==> config.mk <==
export PLATFORM = sky130hd
export DESIGN_NAME = psa_operand_addresser
export DESIGN_NICKNAME = d
export VERILOG_FILES = /design/src/hdl/psa_pkg.sv /design/src/hdl/psa_step_calc.sv /design/src/hdl/psa_operand_addresser.sv
export VERILOG_INCLUDE_DIRS = /design/src /design/src/hdl
export SDC_FILE = /design/constraint.sdc
export NUM_CORES = 1
export LEC_CHECK = 0
export BUFFER_PORTS_ARGS = -buffer_cell sky130_fd_sc_hd__buf_2
export CELL_PAD_IN_SITES_DETAIL_PLACEMENT = 1
export CELL_PAD_IN_SITES_GLOBAL_PLACEMENT = 1
export CORE_UTILIZATION = 45
export DETAILED_ROUTE_END_ITERATION = 16
export GPL_ROUTABILITY_DRIVEN = 0
export PLACE_DENSITY_LB_ADDON = 0.1
export RECOVER_POWER = 100
export SKIP_CTS_REPAIR_TIMING = 1
export SLEW_MARGIN = 10
export SYNTH_ARGS = -nofsm -noshare
export SYNTH_HDL_FRONTEND = slang
export SYNTH_SLANG_ARGS = --single-unit
==> constraint.sdc <==
create_clock -name i_clock -period 5.8 [get_ports i_clock]
set_input_delay 1.16 -clock i_clock [delete_from_list [all_inputs] [get_ports i_clock]]
set_output_delay 1.16 -clock i_clock [all_outputs]
set_load 0.03 [all_outputs]
==> src/hdl/psa_consts.svh <==
// Constants for the operand address generator: register numbers, modes, steps, reset values
`ifndef PSA_CONSTS_SVH
`define PSA_CONSTS_SVH
`define PSA_REG_PROGRAM_COUNTER 3'h7
`define PSA_REG_STACK_POINTER 3'h6
`define PSA_MODE_REGISTER 3'h0
`define PSA_MODE_DEFERRED 3'h1
`define PSA_MODE_AUTOINC 3'h2
`define PSA_MODE_AUTOINC_DEF 3'h3
`define PSA_MODE_AUTODEC 3'h4
`define PSA_MODE_AUTODEC_DEF 3'h5
`define PSA_MODE_INDEX 3'h6
`define PSA_MODE_INDEX_DEF 3'h7
`define PSA_WORD_STEP 16'h0002
`define PSA_BYTE_STEP 16'h0001
`define PSA_PC_RESET 16'h0000
`define PSA_SP_RESET 16'h0000
`define PSA_MODE_BIT 1
`endif

==> src/hdl/psa_pkg.sv <==
// Types shared by the operand address generator
`default_nettype none
package psa_pkg;
	typedef struct packed {
		logic [2:0] mode;
		logic [2:0] regnum;
	} psa_spec_t;
	typedef struct packed {
		logic valid;
		logic [15:0] addr;
	} psa_mem_req_t;
	typedef enum logic [1:0] {
		PSA_ACT_NONE,
		PSA_ACT_INC,
		PSA_ACT_DEC
	} psa_step_t;
endpackage
`default_nettype wire

==> src/hdl/psa_step_calc.sv <==
// Pointer step size and post/pre-modified value for one register
`include "psa_consts.svh"
`default_nettype none
module psa_step_calc (
	// Request
	input wire logic [2:0] i_regnum,
	input wire logic i_byte_op,
	input wire psa_pkg::psa_step_t i_action,
	input wire logic [15:0] i_value,
	// Result
	output logic [15:0] o_value
);
	import psa_pkg::*;
	wire logic word_only = (i_regnum == `PSA_REG_PROGRAM_COUNTER) ||
		(i_regnum == `PSA_REG_STACK_POINTER);
	// Stack and program counter never go odd, so byte ops still step by two
	wire logic [15:0] step = (i_byte_op && !word_only) ? `PSA_BYTE_STEP : `PSA_WORD_STEP; // RULE3 RULE10
	assign o_value = (i_action == PSA_ACT_INC) ? i_value + step :
		(i_action == PSA_ACT_DEC) ? i_value - step : i_value;
endmodule
`default_nettype wire

==> src/hdl/psa_operand_addresser.sv <==
// Operand address generation for program counter and stack pointer modes
// What this block does
// (RULE1) Register seven is the program counter yet accepts every addressing mode.
// (RULE2) Each memory word read through the program counter advances it by two.
// (RULE3) Byte operands located through the program counter still advance it by two.
// (RULE4) Immediate is autoincrement through the program counter; source field 27.
// (RULE5) Immediate: fetch instruction, add two, read operand, add two again.
// (RULE6) Absolute: following word is the operand address; counter steps past it.
// (RULE7) Relative: operand address is index word plus current program counter.
// (RULE8) Relative index word is second or third instruction word, fetched in place.
// (RULE9) Relative deferred: index plus counter points at the operand address.
// (RULE10) Stack pointer autoincrement and autodecrement always step by two.
// (RULE11) Index mode with stack pointer adds an index word to it.
// (RULE12) With memory management two stack pointers exist, status word selects one.
// (RULE13) Relative deferred adds index to counter value after index fetch.
// (RULE14) Special program counter modes: register seven with mode 2, 3, 6 or 7.
`include "psa_consts.svh"
`default_nettype none
module psa_operand_addresser #(
	parameter int ADDR_WIDTH = 16
) (
	// Clock and reset
	input wire logic i_clock,
	input wire logic i_reset_n,
	// Operand request from the decoder
	input wire logic i_start,
	input wire psa_pkg::psa_spec_t i_spec,
	input wire logic i_byte_op,
	input wire logic i_mmu_present,
	input wire logic i_ps_user_mode,
	// Program counter load (jumps, traps)
	input wire logic i_pc_load,
	input wire logic [15:0] i_pc_value,
	// Memory read port
	output psa_pkg::psa_mem_req_t o_mem_req,
	input wire logic i_mem_ack,
	input wire logic [15:0] i_mem_data,
	// Results
	output logic o_busy,
	output logic o_done,
	output logic o_is_register,
	output logic [15:0] o_operand_addr,
	output logic o_pc_special,
	output logic [15:0] o_program_counter,
	output logic [15:0] o_stack_pointer
);
	import psa_pkg::*;

	// Steps and sums are written for 16-bit words; other widths are refused
	if (ADDR_WIDTH != 16) begin : g_width_check
		$error("psa_operand_addresser supports only a 16-bit address");
	end

	// ****************************************
	// Decode
	// ****************************************
	function automatic logic mode_is_pc_special(input psa_spec_t s);
		return (s.regnum == `PSA_REG_PROGRAM_COUNTER) &&
			(s.mode == `PSA_MODE_AUTOINC || s.mode == `PSA_MODE_AUTOINC_DEF ||
			s.mode == `PSA_MODE_INDEX || s.mode == `PSA_MODE_INDEX_DEF); // RULE14
	endfunction

	// Mode classes, shared by the sequencer and the pointer stepping
	function automatic logic mode_is_autoinc(input logic [2:0] m);
		return (m == `PSA_MODE_AUTOINC) || (m == `PSA_MODE_AUTOINC_DEF);
	endfunction

	function automatic logic mode_is_autodec(input logic [2:0] m);
		return (m == `PSA_MODE_AUTODEC) || (m == `PSA_MODE_AUTODEC_DEF);
	endfunction

	function automatic logic mode_is_index(input logic [2:0] m);
		return (m == `PSA_MODE_INDEX) || (m == `PSA_MODE_INDEX_DEF);
	endfunction

	typedef enum {
		S_IDLE,
		S_PREDEC,
		S_READ_INDEX,
		S_READ_PTR,
		S_DONE
	} state_t;
	state_t state;
	state_t next_state;

	psa_spec_t spec;
	logic byte_op;
	logic [15:0] program_counter;
	logic [15:0] kernel_sp;
	logic [15:0] user_sp;
	logic [15:0] gpr [0:5];
	logic [15:0] addr;
	logic done;

	// Only one stack pointer is live at a time; with memory management present the status word picks it, else the kernel one
	wire logic use_user_sp = i_mmu_present && i_ps_user_mode; // RULE12
	wire logic [15:0] active_sp = use_user_sp ? user_sp : kernel_sp; // RULE12

	// All eight registers in one word: a continuous assignment that calls a function
	// wakes only on its arguments, so the live values must be passed in
	wire logic [127:0] reg_bank = {program_counter, active_sp, gpr[5], gpr[4],
		gpr[3], gpr[2], gpr[1], gpr[0]};

	function automatic logic [15:0] read_reg(input logic [2:0] r, input logic [127:0] bank);
		// Register seven is the program counter, six the live stack pointer
		return bank[{r, 4'h0} +: 16]; // RULE1
	endfunction

	wire logic [2:0] mode = spec.mode;
	wire logic [2:0] regnum = spec.regnum;
	wire logic [15:0] reg_value = read_reg(regnum, reg_bank);
	wire logic is_deferred = mode[0];
	// A read completes only at the edge where valid and acknowledge meet
	wire logic mem_fire = o_mem_req.valid && i_mem_ack;

	// ****************************************
	// Pointer stepping
	// ****************************************
	psa_step_t step_action;
	logic [15:0] stepped;
	assign step_action = (state == S_PREDEC) ? PSA_ACT_DEC :
		(state == S_IDLE && i_start && mode_is_autoinc(i_spec.mode)) ? PSA_ACT_INC :
		PSA_ACT_NONE;
	wire logic [2:0] step_reg = (state == S_IDLE) ? i_spec.regnum : regnum;
	wire logic step_byte = (state == S_IDLE) ? i_byte_op : byte_op;
	// Autoincrement deferred always steps a whole word
	wire logic step_byte_eff = step_byte &&
		!((state == S_IDLE) ? i_spec.mode[0] : spec.mode[0]);
	wire logic [15:0] step_src = (state == S_IDLE) ? read_reg(i_spec.regnum, reg_bank) :
		reg_value;

	psa_step_calc u_step (
		.i_regnum(step_reg),
		.i_byte_op(step_byte_eff),
		.i_action(step_action),
		.i_value(step_src),
		.o_value(stepped)
	);

	// Request decode, meaningful only while idle
	wire logic start_take = (state == S_IDLE) && i_start;
	wire logic start_reg = i_start && (i_spec.mode == `PSA_MODE_REGISTER);
	wire logic start_inc = i_start && mode_is_autoinc(i_spec.mode);
	wire logic start_dec = i_start && mode_is_autodec(i_spec.mode);
	wire logic start_index = i_start && mode_is_index(i_spec.mode);
	// Only autoincrement deferred reads a pointer at once; register deferred has
	// its address in the register already and needs no bus cycle
	wire logic start_ptr = i_start && (i_spec.mode == `PSA_MODE_AUTOINC_DEF);
	// Immediate (27) is autoincrement and absolute (37) autoincrement deferred through the counter
	wire logic [15:0] start_addr = read_reg(i_spec.regnum, reg_bank); // RULE4 RULE6

	// ****************************************
	// Sequencer
	// ****************************************
	always_comb begin
		next_state = state;
		unique case (state)
			S_IDLE: begin
				if (i_start) begin
					if (start_dec)
						next_state = S_PREDEC;
					else if (start_index)
						next_state = S_READ_INDEX; // RULE7 RULE11
					else if (start_ptr)
						next_state = S_READ_PTR; // RULE6
					else
						next_state = S_DONE;
				end
			end
			S_PREDEC:
				next_state = is_deferred ? S_READ_PTR : S_DONE;
			S_READ_INDEX: begin
				if (mem_fire)
					next_state = is_deferred ? S_READ_PTR : S_DONE;
			end
			S_READ_PTR: begin
				if (mem_fire)
					next_state = S_DONE;
			end
			S_DONE:
				next_state = S_IDLE;
		endcase
	end

	// Index word sits at the counter, which already points past any earlier word
	wire logic [15:0] next_pc_after_index = program_counter + `PSA_WORD_STEP; // RULE2 RULE8
	// Counter value used is the one after the index fetch (instruction + 4, or + 6 for a third-word index)
	wire logic [15:0] index_base = (regnum == `PSA_REG_PROGRAM_COUNTER) ?
		next_pc_after_index : reg_value; // RULE7 RULE13
	wire logic [15:0] index_sum = index_base + i_mem_data; // RULE7 RULE9 RULE11

	always_ff @(posedge i_clock or negedge i_reset_n) begin
		if (!i_reset_n) begin
			state <= S_IDLE;
		end else begin
			state <= next_state;
		end
	end

	// Done is a one-cycle pulse in the cycle the sequencer sits in S_DONE
	always_ff @(posedge i_clock or negedge i_reset_n) begin
		if (!i_reset_n) begin
			done <= 1'b0;
		end else begin
			done <= (next_state == S_DONE);
		end
	end

	// The request is captured once; later states work from the copy
	always_ff @(posedge i_clock or negedge i_reset_n) begin
		if (!i_reset_n) begin
			spec <= '0;
			byte_op <= 1'b0;
			o_is_register <= 1'b0;
			o_pc_special <= 1'b0;
		end else if (start_take) begin
			spec <= i_spec;
			byte_op <= i_byte_op;
			o_is_register <= start_reg;
			o_pc_special <= mode_is_pc_special(i_spec); // RULE14
		end
	end

	// One address register serves every step; it holds until the next start
	wire logic [15:0] next_addr = start_take ? start_addr :
		(state == S_PREDEC) ? stepped :
		(state == S_READ_INDEX && mem_fire) ? index_sum : // RULE7 RULE9 RULE11
		(state == S_READ_PTR && mem_fire) ? i_mem_data : // RULE6 RULE9
		addr;

	always_ff @(posedge i_clock or negedge i_reset_n) begin
		if (!i_reset_n) begin
			addr <= 16'h0000;
		end else begin
			addr <= next_addr;
		end
	end

	// ****************************************
	// Register updates
	// ****************************************
	wire logic pc_step = (state == S_IDLE && start_inc &&
		i_spec.regnum == `PSA_REG_PROGRAM_COUNTER) ||
		(state == S_PREDEC && regnum == `PSA_REG_PROGRAM_COUNTER);
	wire logic sp_step = (state == S_IDLE && start_inc &&
		i_spec.regnum == `PSA_REG_STACK_POINTER) ||
		(state == S_PREDEC && regnum == `PSA_REG_STACK_POINTER);
	// Every index word comes through the counter, whatever register it indexes
	wire logic pc_index_fetch = (state == S_READ_INDEX) && mem_fire; // RULE2 RULE8

	// A jump or trap load outranks any step in the same cycle
	always_ff @(posedge i_clock or negedge i_reset_n) begin
		if (!i_reset_n) begin
			program_counter <= `PSA_PC_RESET;
		end else if (i_pc_load) begin
			program_counter <= i_pc_value;
		end else if (pc_step) begin
			program_counter <= stepped; // RULE2 RULE3 RULE5
		end else if (pc_index_fetch) begin
			program_counter <= next_pc_after_index; // RULE2 RULE8
		end
	end

	// A step goes to whichever pointer is live in that cycle: user only with memory management present and user mode in the status word
	always_ff @(posedge i_clock or negedge i_reset_n) begin
		if (!i_reset_n) begin
			kernel_sp <= `PSA_SP_RESET;
			user_sp <= `PSA_SP_RESET;
		end else if (sp_step) begin
			if (use_user_sp)
				user_sp <= stepped; // RULE10 RULE12
			else
				kernel_sp <= stepped; // RULE10 RULE12
		end
	end

	wire logic gpr_step = (state == S_IDLE && start_inc && i_spec.regnum < 3'h6) ||
		(state == S_PREDEC && regnum < 3'h6);
	wire logic [2:0] gpr_sel = (state == S_IDLE) ? i_spec.regnum : regnum;

	// Loads of registers zero to five belong to the data path; only steps land here
	always_ff @(posedge i_clock or negedge i_reset_n) begin
		if (!i_reset_n) begin
			for (int i = 0; i < 6; i++)
				gpr[i] <= 16'h0000;
		end else if (gpr_step) begin
			gpr[gpr_sel] <= stepped;
		end
	end

	// ****************************************
	// Outputs
	// ****************************************
	// The read address is the counter itself for index words, else the held pointer
	// The request stands until acknowledged, since the read states wait for it
	assign o_mem_req.valid = (state == S_READ_INDEX) || (state == S_READ_PTR);
	assign o_mem_req.addr = (state == S_READ_INDEX) ? program_counter : addr; // RULE8
	assign o_busy = (state != S_IDLE);
	assign o_done = done;
	assign o_operand_addr = addr;
	assign o_program_counter = program_counter;
	assign o_stack_pointer = active_sp;
endmodule
`default_nettype wire

Word-level counts from Yosys, hierarchy flattened
Index checks and enable logic that the tools add are counted.

cells by class
  reductions and logical operators = 42
  mux-type cells = 30
  shift operators = 2
  bitwise gates (word level) = 2
  magnitude comparators = 4
  add/subtract/negate cells = 4
  equality and inequality tests = 22

operators with widths
  operator                 count
  $shiftx A128 B8 Y16      2
  $mux W16                 14
  $pmux W32 S5             1
  $bwmux W96               1
  $eq A32 B2 Y1 const B    3
  $eq A32 B3 Y1 const B    3
  $mux W32                 3
  $logic_not A32 Y1        2
  $demux W16 S3            1
  $add A16 B16 Y16         2
  $eq A32 B1 Y1 const B    1
  $eq A32 B4 Y1 const B    1
  $reduce_bool A32 Y1      1
  $eq A3 B3 Y1 const B     10
  $logic_and A1 B1 Y1      22
  $add A16 B2 Y16 const B  1
  $sub A16 B16 Y16         1
  $mux W3                  5
  $logic_or A1 B1 Y1       10
  $eq A3 B2 Y1 const B     2
  $lt A3 B3 Y1 const B     2
  $ge A4 B4 Y1 const B     1
  $lt A4 B1 Y1 const B     1
  $mux W2                  2
  other kinds (10)         14

storage, ports and cells
  logic and storage cells = 123
  output and inout bits = 69
  bits in registers = 200
  input bits = 46

Logic depth before layout (Yosys ltp)
  depth in word-level cells = 12
  gate-level depth with buffers = 20
  gate-level depth less buffers = 15

Hierarchy
Synthesis repeated with hierarchy kept, for this count alone.

unflattened totals
  cell total of the unflattened synthesis = 1136
  area total of the unflattened synthesis = 12877.4 sq um

by module, submodules not included
  module                 area each (sq um)  instances  seq. area each (sq um)  cells each
  psa_operand_addresser  12243.0            1          5004.8                  1044
  psa_step_calc          634.4              1          0.0                     92

Least setup slack after synthesis
OpenSTA, ideal clock, no wires.

  path type = input to register
  from = in i_spec[0] in the netlist's numbering
  to = reg program_counter[8] (netlist: o_program_counter[8])
  arrival = 4.634 ns
  path slack = 1.037 ns
  data required time = 5.672 ns
  stages on the path = 18
  setup time = 0.128 ns
  buffers on the path = 6
  cell sequence = buf_6 buf_6 buf_6 buf_2 buf_2 mux2i_1 mux4_2 nand2_1 o21a_1 inv_1 ha_1 fa_1 buf_2 nand4_1 a2bb2o_1 or3b_2 a32oi_1 a211oi_1

on the way
  word-level cells in the longest chain between the ends = 11
  elaborated cells on any way between the ends = 19
  those cells by class = 2 x add/sub; 3 x eq/ne; 1 x shift; 7 x mux; 6 x reduce/logical

RTL lines
  what                                                                       RTL line                      source
  start: declaration                                                         psa_operand_addresser.sv:27   input wire psa_pkg::psa_spec_t i_spec,
  parallel branches: the longest is 11 deep, another holds $sub A16 B16 Y16  -
  end signal: assignment                                                     psa_operand_addresser.sv:254  program_counter <= `PSA_PC_RESET;
  end signal: assignment                                                     psa_operand_addresser.sv:256  program_counter <= i_pc_value;
  end signal: assignment                                                     psa_operand_addresser.sv:258  program_counter <= stepped;
  end: declaration                                                           psa_operand_addresser.sv:88   logic [15:0] program_counter;

Parallel ways; which one is timed is not known.
A chain may end at the register's enable or synchronous reset.

Worst setup path after layout
  from = in i_mmu_present
  to = reg gpr[30] in the netlist's numbering

on the way
  word-level cells in the longest chain between the ends = 8
  elaborated cells on any way between the ends = 10
  those cells by class = 2 x add/sub; 2 x shift; 5 x mux; 1 x reduce/logical

RTL lines
  what                            RTL line                      source
  start: declaration              psa_operand_addresser.sv:29   input wire logic i_mmu_present,
  $logic_and A1 B1 Y1 (*)         psa_operand_addresser.sv:96   wire logic use_user_sp = i_mmu_present && i_ps_user_mode;
  $mux W16 (*)                    psa_operand_addresser.sv:97   wire logic [15:0] active_sp = use_user_sp ? user_sp : kernel_sp;
  $shiftx A128 B8 Y16             psa_operand_addresser.sv:106  return bank[{r, 4'h0} +: 16];
  $mux W16 (*)                    psa_operand_addresser.sv:129  wire logic [15:0] step_src = (state == S_IDLE) ? read_reg(i_spec.regnum, reg_bank) :
  $sub A16 B16 Y16                psa_step_calc.sv:19           (i_action == PSA_ACT_DEC) ? i_value - step : i_value;
  $mux W16                        psa_step_calc.sv:19
  $mux W16 (*)                    psa_step_calc.sv:18           assign o_value = (i_action == PSA_ACT_INC) ? i_value + step :
  $bwmux W96 (*)                  psa_operand_addresser.sv:287  gpr[gpr_sel] <= stepped;
  end signal: indexed assignment  psa_operand_addresser.sv:287
  end: declaration                psa_operand_addresser.sv:91   logic [15:0] gpr [0:5];

Every way passes the cells marked *; elsewhere a longest branch is shown, timed or not.

==> summary.md <==
| Metric | Value |
|---|---|
| Status | finished with violations |
| Failing checks | capacitance limit, slew limit |
| DR pass1 iterations | 5 |
| Drt drc | 0 |
| Max cap viols | 2 |
| Clock Skews | 0.0171 ns |
| CTS Buf Count | 17 |
| CP max stage cell | clkbuf_1 |
| Final HPWL DP | 36.5 mm |
| Global-route wire length before repair | 76.4 mm |
| CTS tree | yes |
| Fin nets | 1599 |
| EDFF count, synth | 0 |
| Seq cells post-synth | 200 |
| Vias/cell | 6.30 |
| Area grow syn2layout | 10.5% |
| Post-Syn Area | 13100 sq um |
| CP max stage delay | 0.64 ns |
| Initial Util | 45.7% |
| PD cells | 568 nW/um^2 |
| Most common cell after layout, fill and taps aside | nand2_1 |
| Critical path data required time | 6.09 ns |
| HP Class | reg -> reg |
| Yosys cell types | 91 |
| Total GRT Usage | 33.7% |
| Synth Flop Type | dfrtp_1 |
| Avg Cell Area, Syn | 9.06 sq um |
| Ratio of cells with drive above 1 in the final layout | 14.5% |
| Cell count after synthesis | 1449 |
| Number of antenna-violating nets in the routed design | 0 |
| CTS clock-pin slew for the worst setup and hold paths | 0.08 ns |
| Die ar. | 29900 sq um |
| Syn_nets | 1518 |
| Crit Path Category | in -> reg |
| Vias in the first global route | 12.2k |
| Post-route setup TNS | 0 ns |
| Final Max Slew Viols | 145 |
| CTS sink count | 200 |
| Synth warn | 0 |
| Final setup fails | 0 |
| ANT cells | 0 |
| Most frequent cells in the layout | 222 x nand2_1, 199 x dfrtp_1, 175 x o21ai_0, 86 x nor2_1, 75 x clkbuf_1 |
| Slew at the pin with the worst max-slew slack | 3.12 ns |
| Starting DRT DRC Count | 1112 |
| Die X | 173 um |
| Rel. slew slack | -108% |
| Die height | 173 um |
| Worst R2R Setup Slack | 0.89 ns |
| Crit-path cells | buf_2 > nand2_1 > clkbuf_1 > mux2i_1 > clkbuf_1 > a22oi_1 > mux2i_1 > a211oi_1 > nand3_2 > o41ai_2 > xnor2_1 > o21ai_0 |
| Cell row count | 62 |
| Final std cells w/o fill | 1927 |
| CTS max path bufs | 2 |
| Via count | 12.1k |
| Initial antenna violation count | 0 |
| Port bufs | 114 |
| Post-route cell area | 14500 sq um |
| Worst-Skew Late Latency | 0.46 ns |
| Core area | 28700 sq um |
| Data arrival time of the critical path | 5.59 ns |
| Final wirelength | 50.1 mm |
| Critical Path Source Type | input pin |
| LEAKAGE | 6.30 nW |
| Root Driver | clkbuf_16 |
| Tmin final | 5.30 ns |
| Post-synthesis async set-or-reset flop share | 100% |
| Htree depth | 4 |
| RSZ-0062 raised after global routing | no |
| Gr ovfl total | 0 |
| Worst setup EP type | register |
| Pin count of the biggest net entering global routing | 116 |
| Register area share after synthesis | 38.1% |
| Wirelength per Cell | 26.0 um |
| Placed insts | 1895 |
| VDD IR max | 0.000216 V |
| Tcrit/Tclk final | 91.3% |
| I/O pin cnt | 115 |
| Placed Area | 14100 sq um |
| Final hold vios | 0 |
| WHS | 0.478 ns |
| CP max FO | 18 |
| Fmax achieved | 0.189 GHz |
metal layers:
layer / vias to the layer above / part of all wire, % / wire (um) / track usage [%]
met1: 6117 / 44 / 22200 / 46.9
met2: 502 / 45 / 22800 / 52.9
met3: 97 / 6.7 / 3360 / 5.41
met4: 0 / 3.6 / 1780 / 12.7
li1: 5420 / - / - / -
met5: - / 0 / 0 / 0
through the flow:
step,setup slack (ns),utilization [%],total power (W)
5_1_grt,0.351,50.6,0.00866
2_1_floorplan,1.04,-,0.00535
6_report,0.503,50.6,0.00824
3_5_place_dp,0.482,49.0,0.00697
3_3_place_gp,0.547,49.0,0.00685
4_1_cts,0.899,51.1,0.00827
logic make-up after synthesis:
| logic type | synth area share, % |
|---|---|
| compound gates | 20.0 |
| xor+xnor | 3.06 |
| fa+ha+maj | 2.36 |
| buf+inv | 5.03 |
| flops | 38.1 |
| mux | 13.2 |
| simple gates | 18.3 |
cell type report:
class | count | area [sq um]
clock inverters | 15 | 190
well taps | 384 | 480
fillers | 3406 | 14200
repair buffers | 166 | 855
inverters | 28 | 105
multi-input cells | 1117 | 7450
flip-flops and latches | 200 | 5010
clock buffers | 17 | 425
synthesized netlist by cell type (16+ instances only):
master,count,area [sq um]
nor2b_1,33,206
and3_1,20,125
ha_1,20,250
o21ai_1,20,100
nor3_1,23,115
nor2_1,86,323
mux4_2,19,428
nand2_1,221,830
a22oi_1,19,143
clkbuf_1,71,267
a21oi_1,50,250
inv_1,25,93.8
xor2_1,21,184
o21ai_0,162,811
xnor2_1,23,201
o221ai_1,16,140
mux2i_1,65,651
dfrtp_1,200,5000
nand3_1,31,155
mux2_2,32,360
path summary, 6_finish.rpt:
path,from,to,cells after the start
setup / recovery,i_mmu_present,gpr[30],12
hold / removal,kernel_sp[3],kernel_sp[3],2
setup reg to reg,state[10],gpr[12],13
hold reg to reg,kernel_sp[3],kernel_sp[3],2
max in group asynchronous,i_reset_n,kernel_sp[8],1
min in group asynchronous,i_reset_n,o_program_counter[4],1
worst max-delay path, delay by kind of cell:
| family | cells | cell delay, ns |
|---|---|---|
| compound gates | 4 | 1.75 |
| xor+xnor | 1 | 0.49 |
| buf+inv | 3 | 1.09 |
| mux | 2 | 0.68 |
| simple gates | 2 | 0.40 |
report_power, final:
group | total, W | switching [W] | internal, W
logic | 0.00471 | 0.00315 | 0.00156
clock network | 0.00128 | 0.000628 | 0.000655
registers | 0.00225 | 0.000468 | 0.00178
total | 0.00824 | 0.00425 | 0.00399
registers in the layout, indices dropped and copies added, names as in the netlist, 3 cells and up:
| register | flops |
|---|---|
| regnum | 3 |
| o_program_counter | 16 |
| kernel_sp | 16 |
| o_operand_addr | 16 |
| state | 32 |
| gpr | 96 |
| user_sp | 16 |
(Power assumes the default switching activity.)
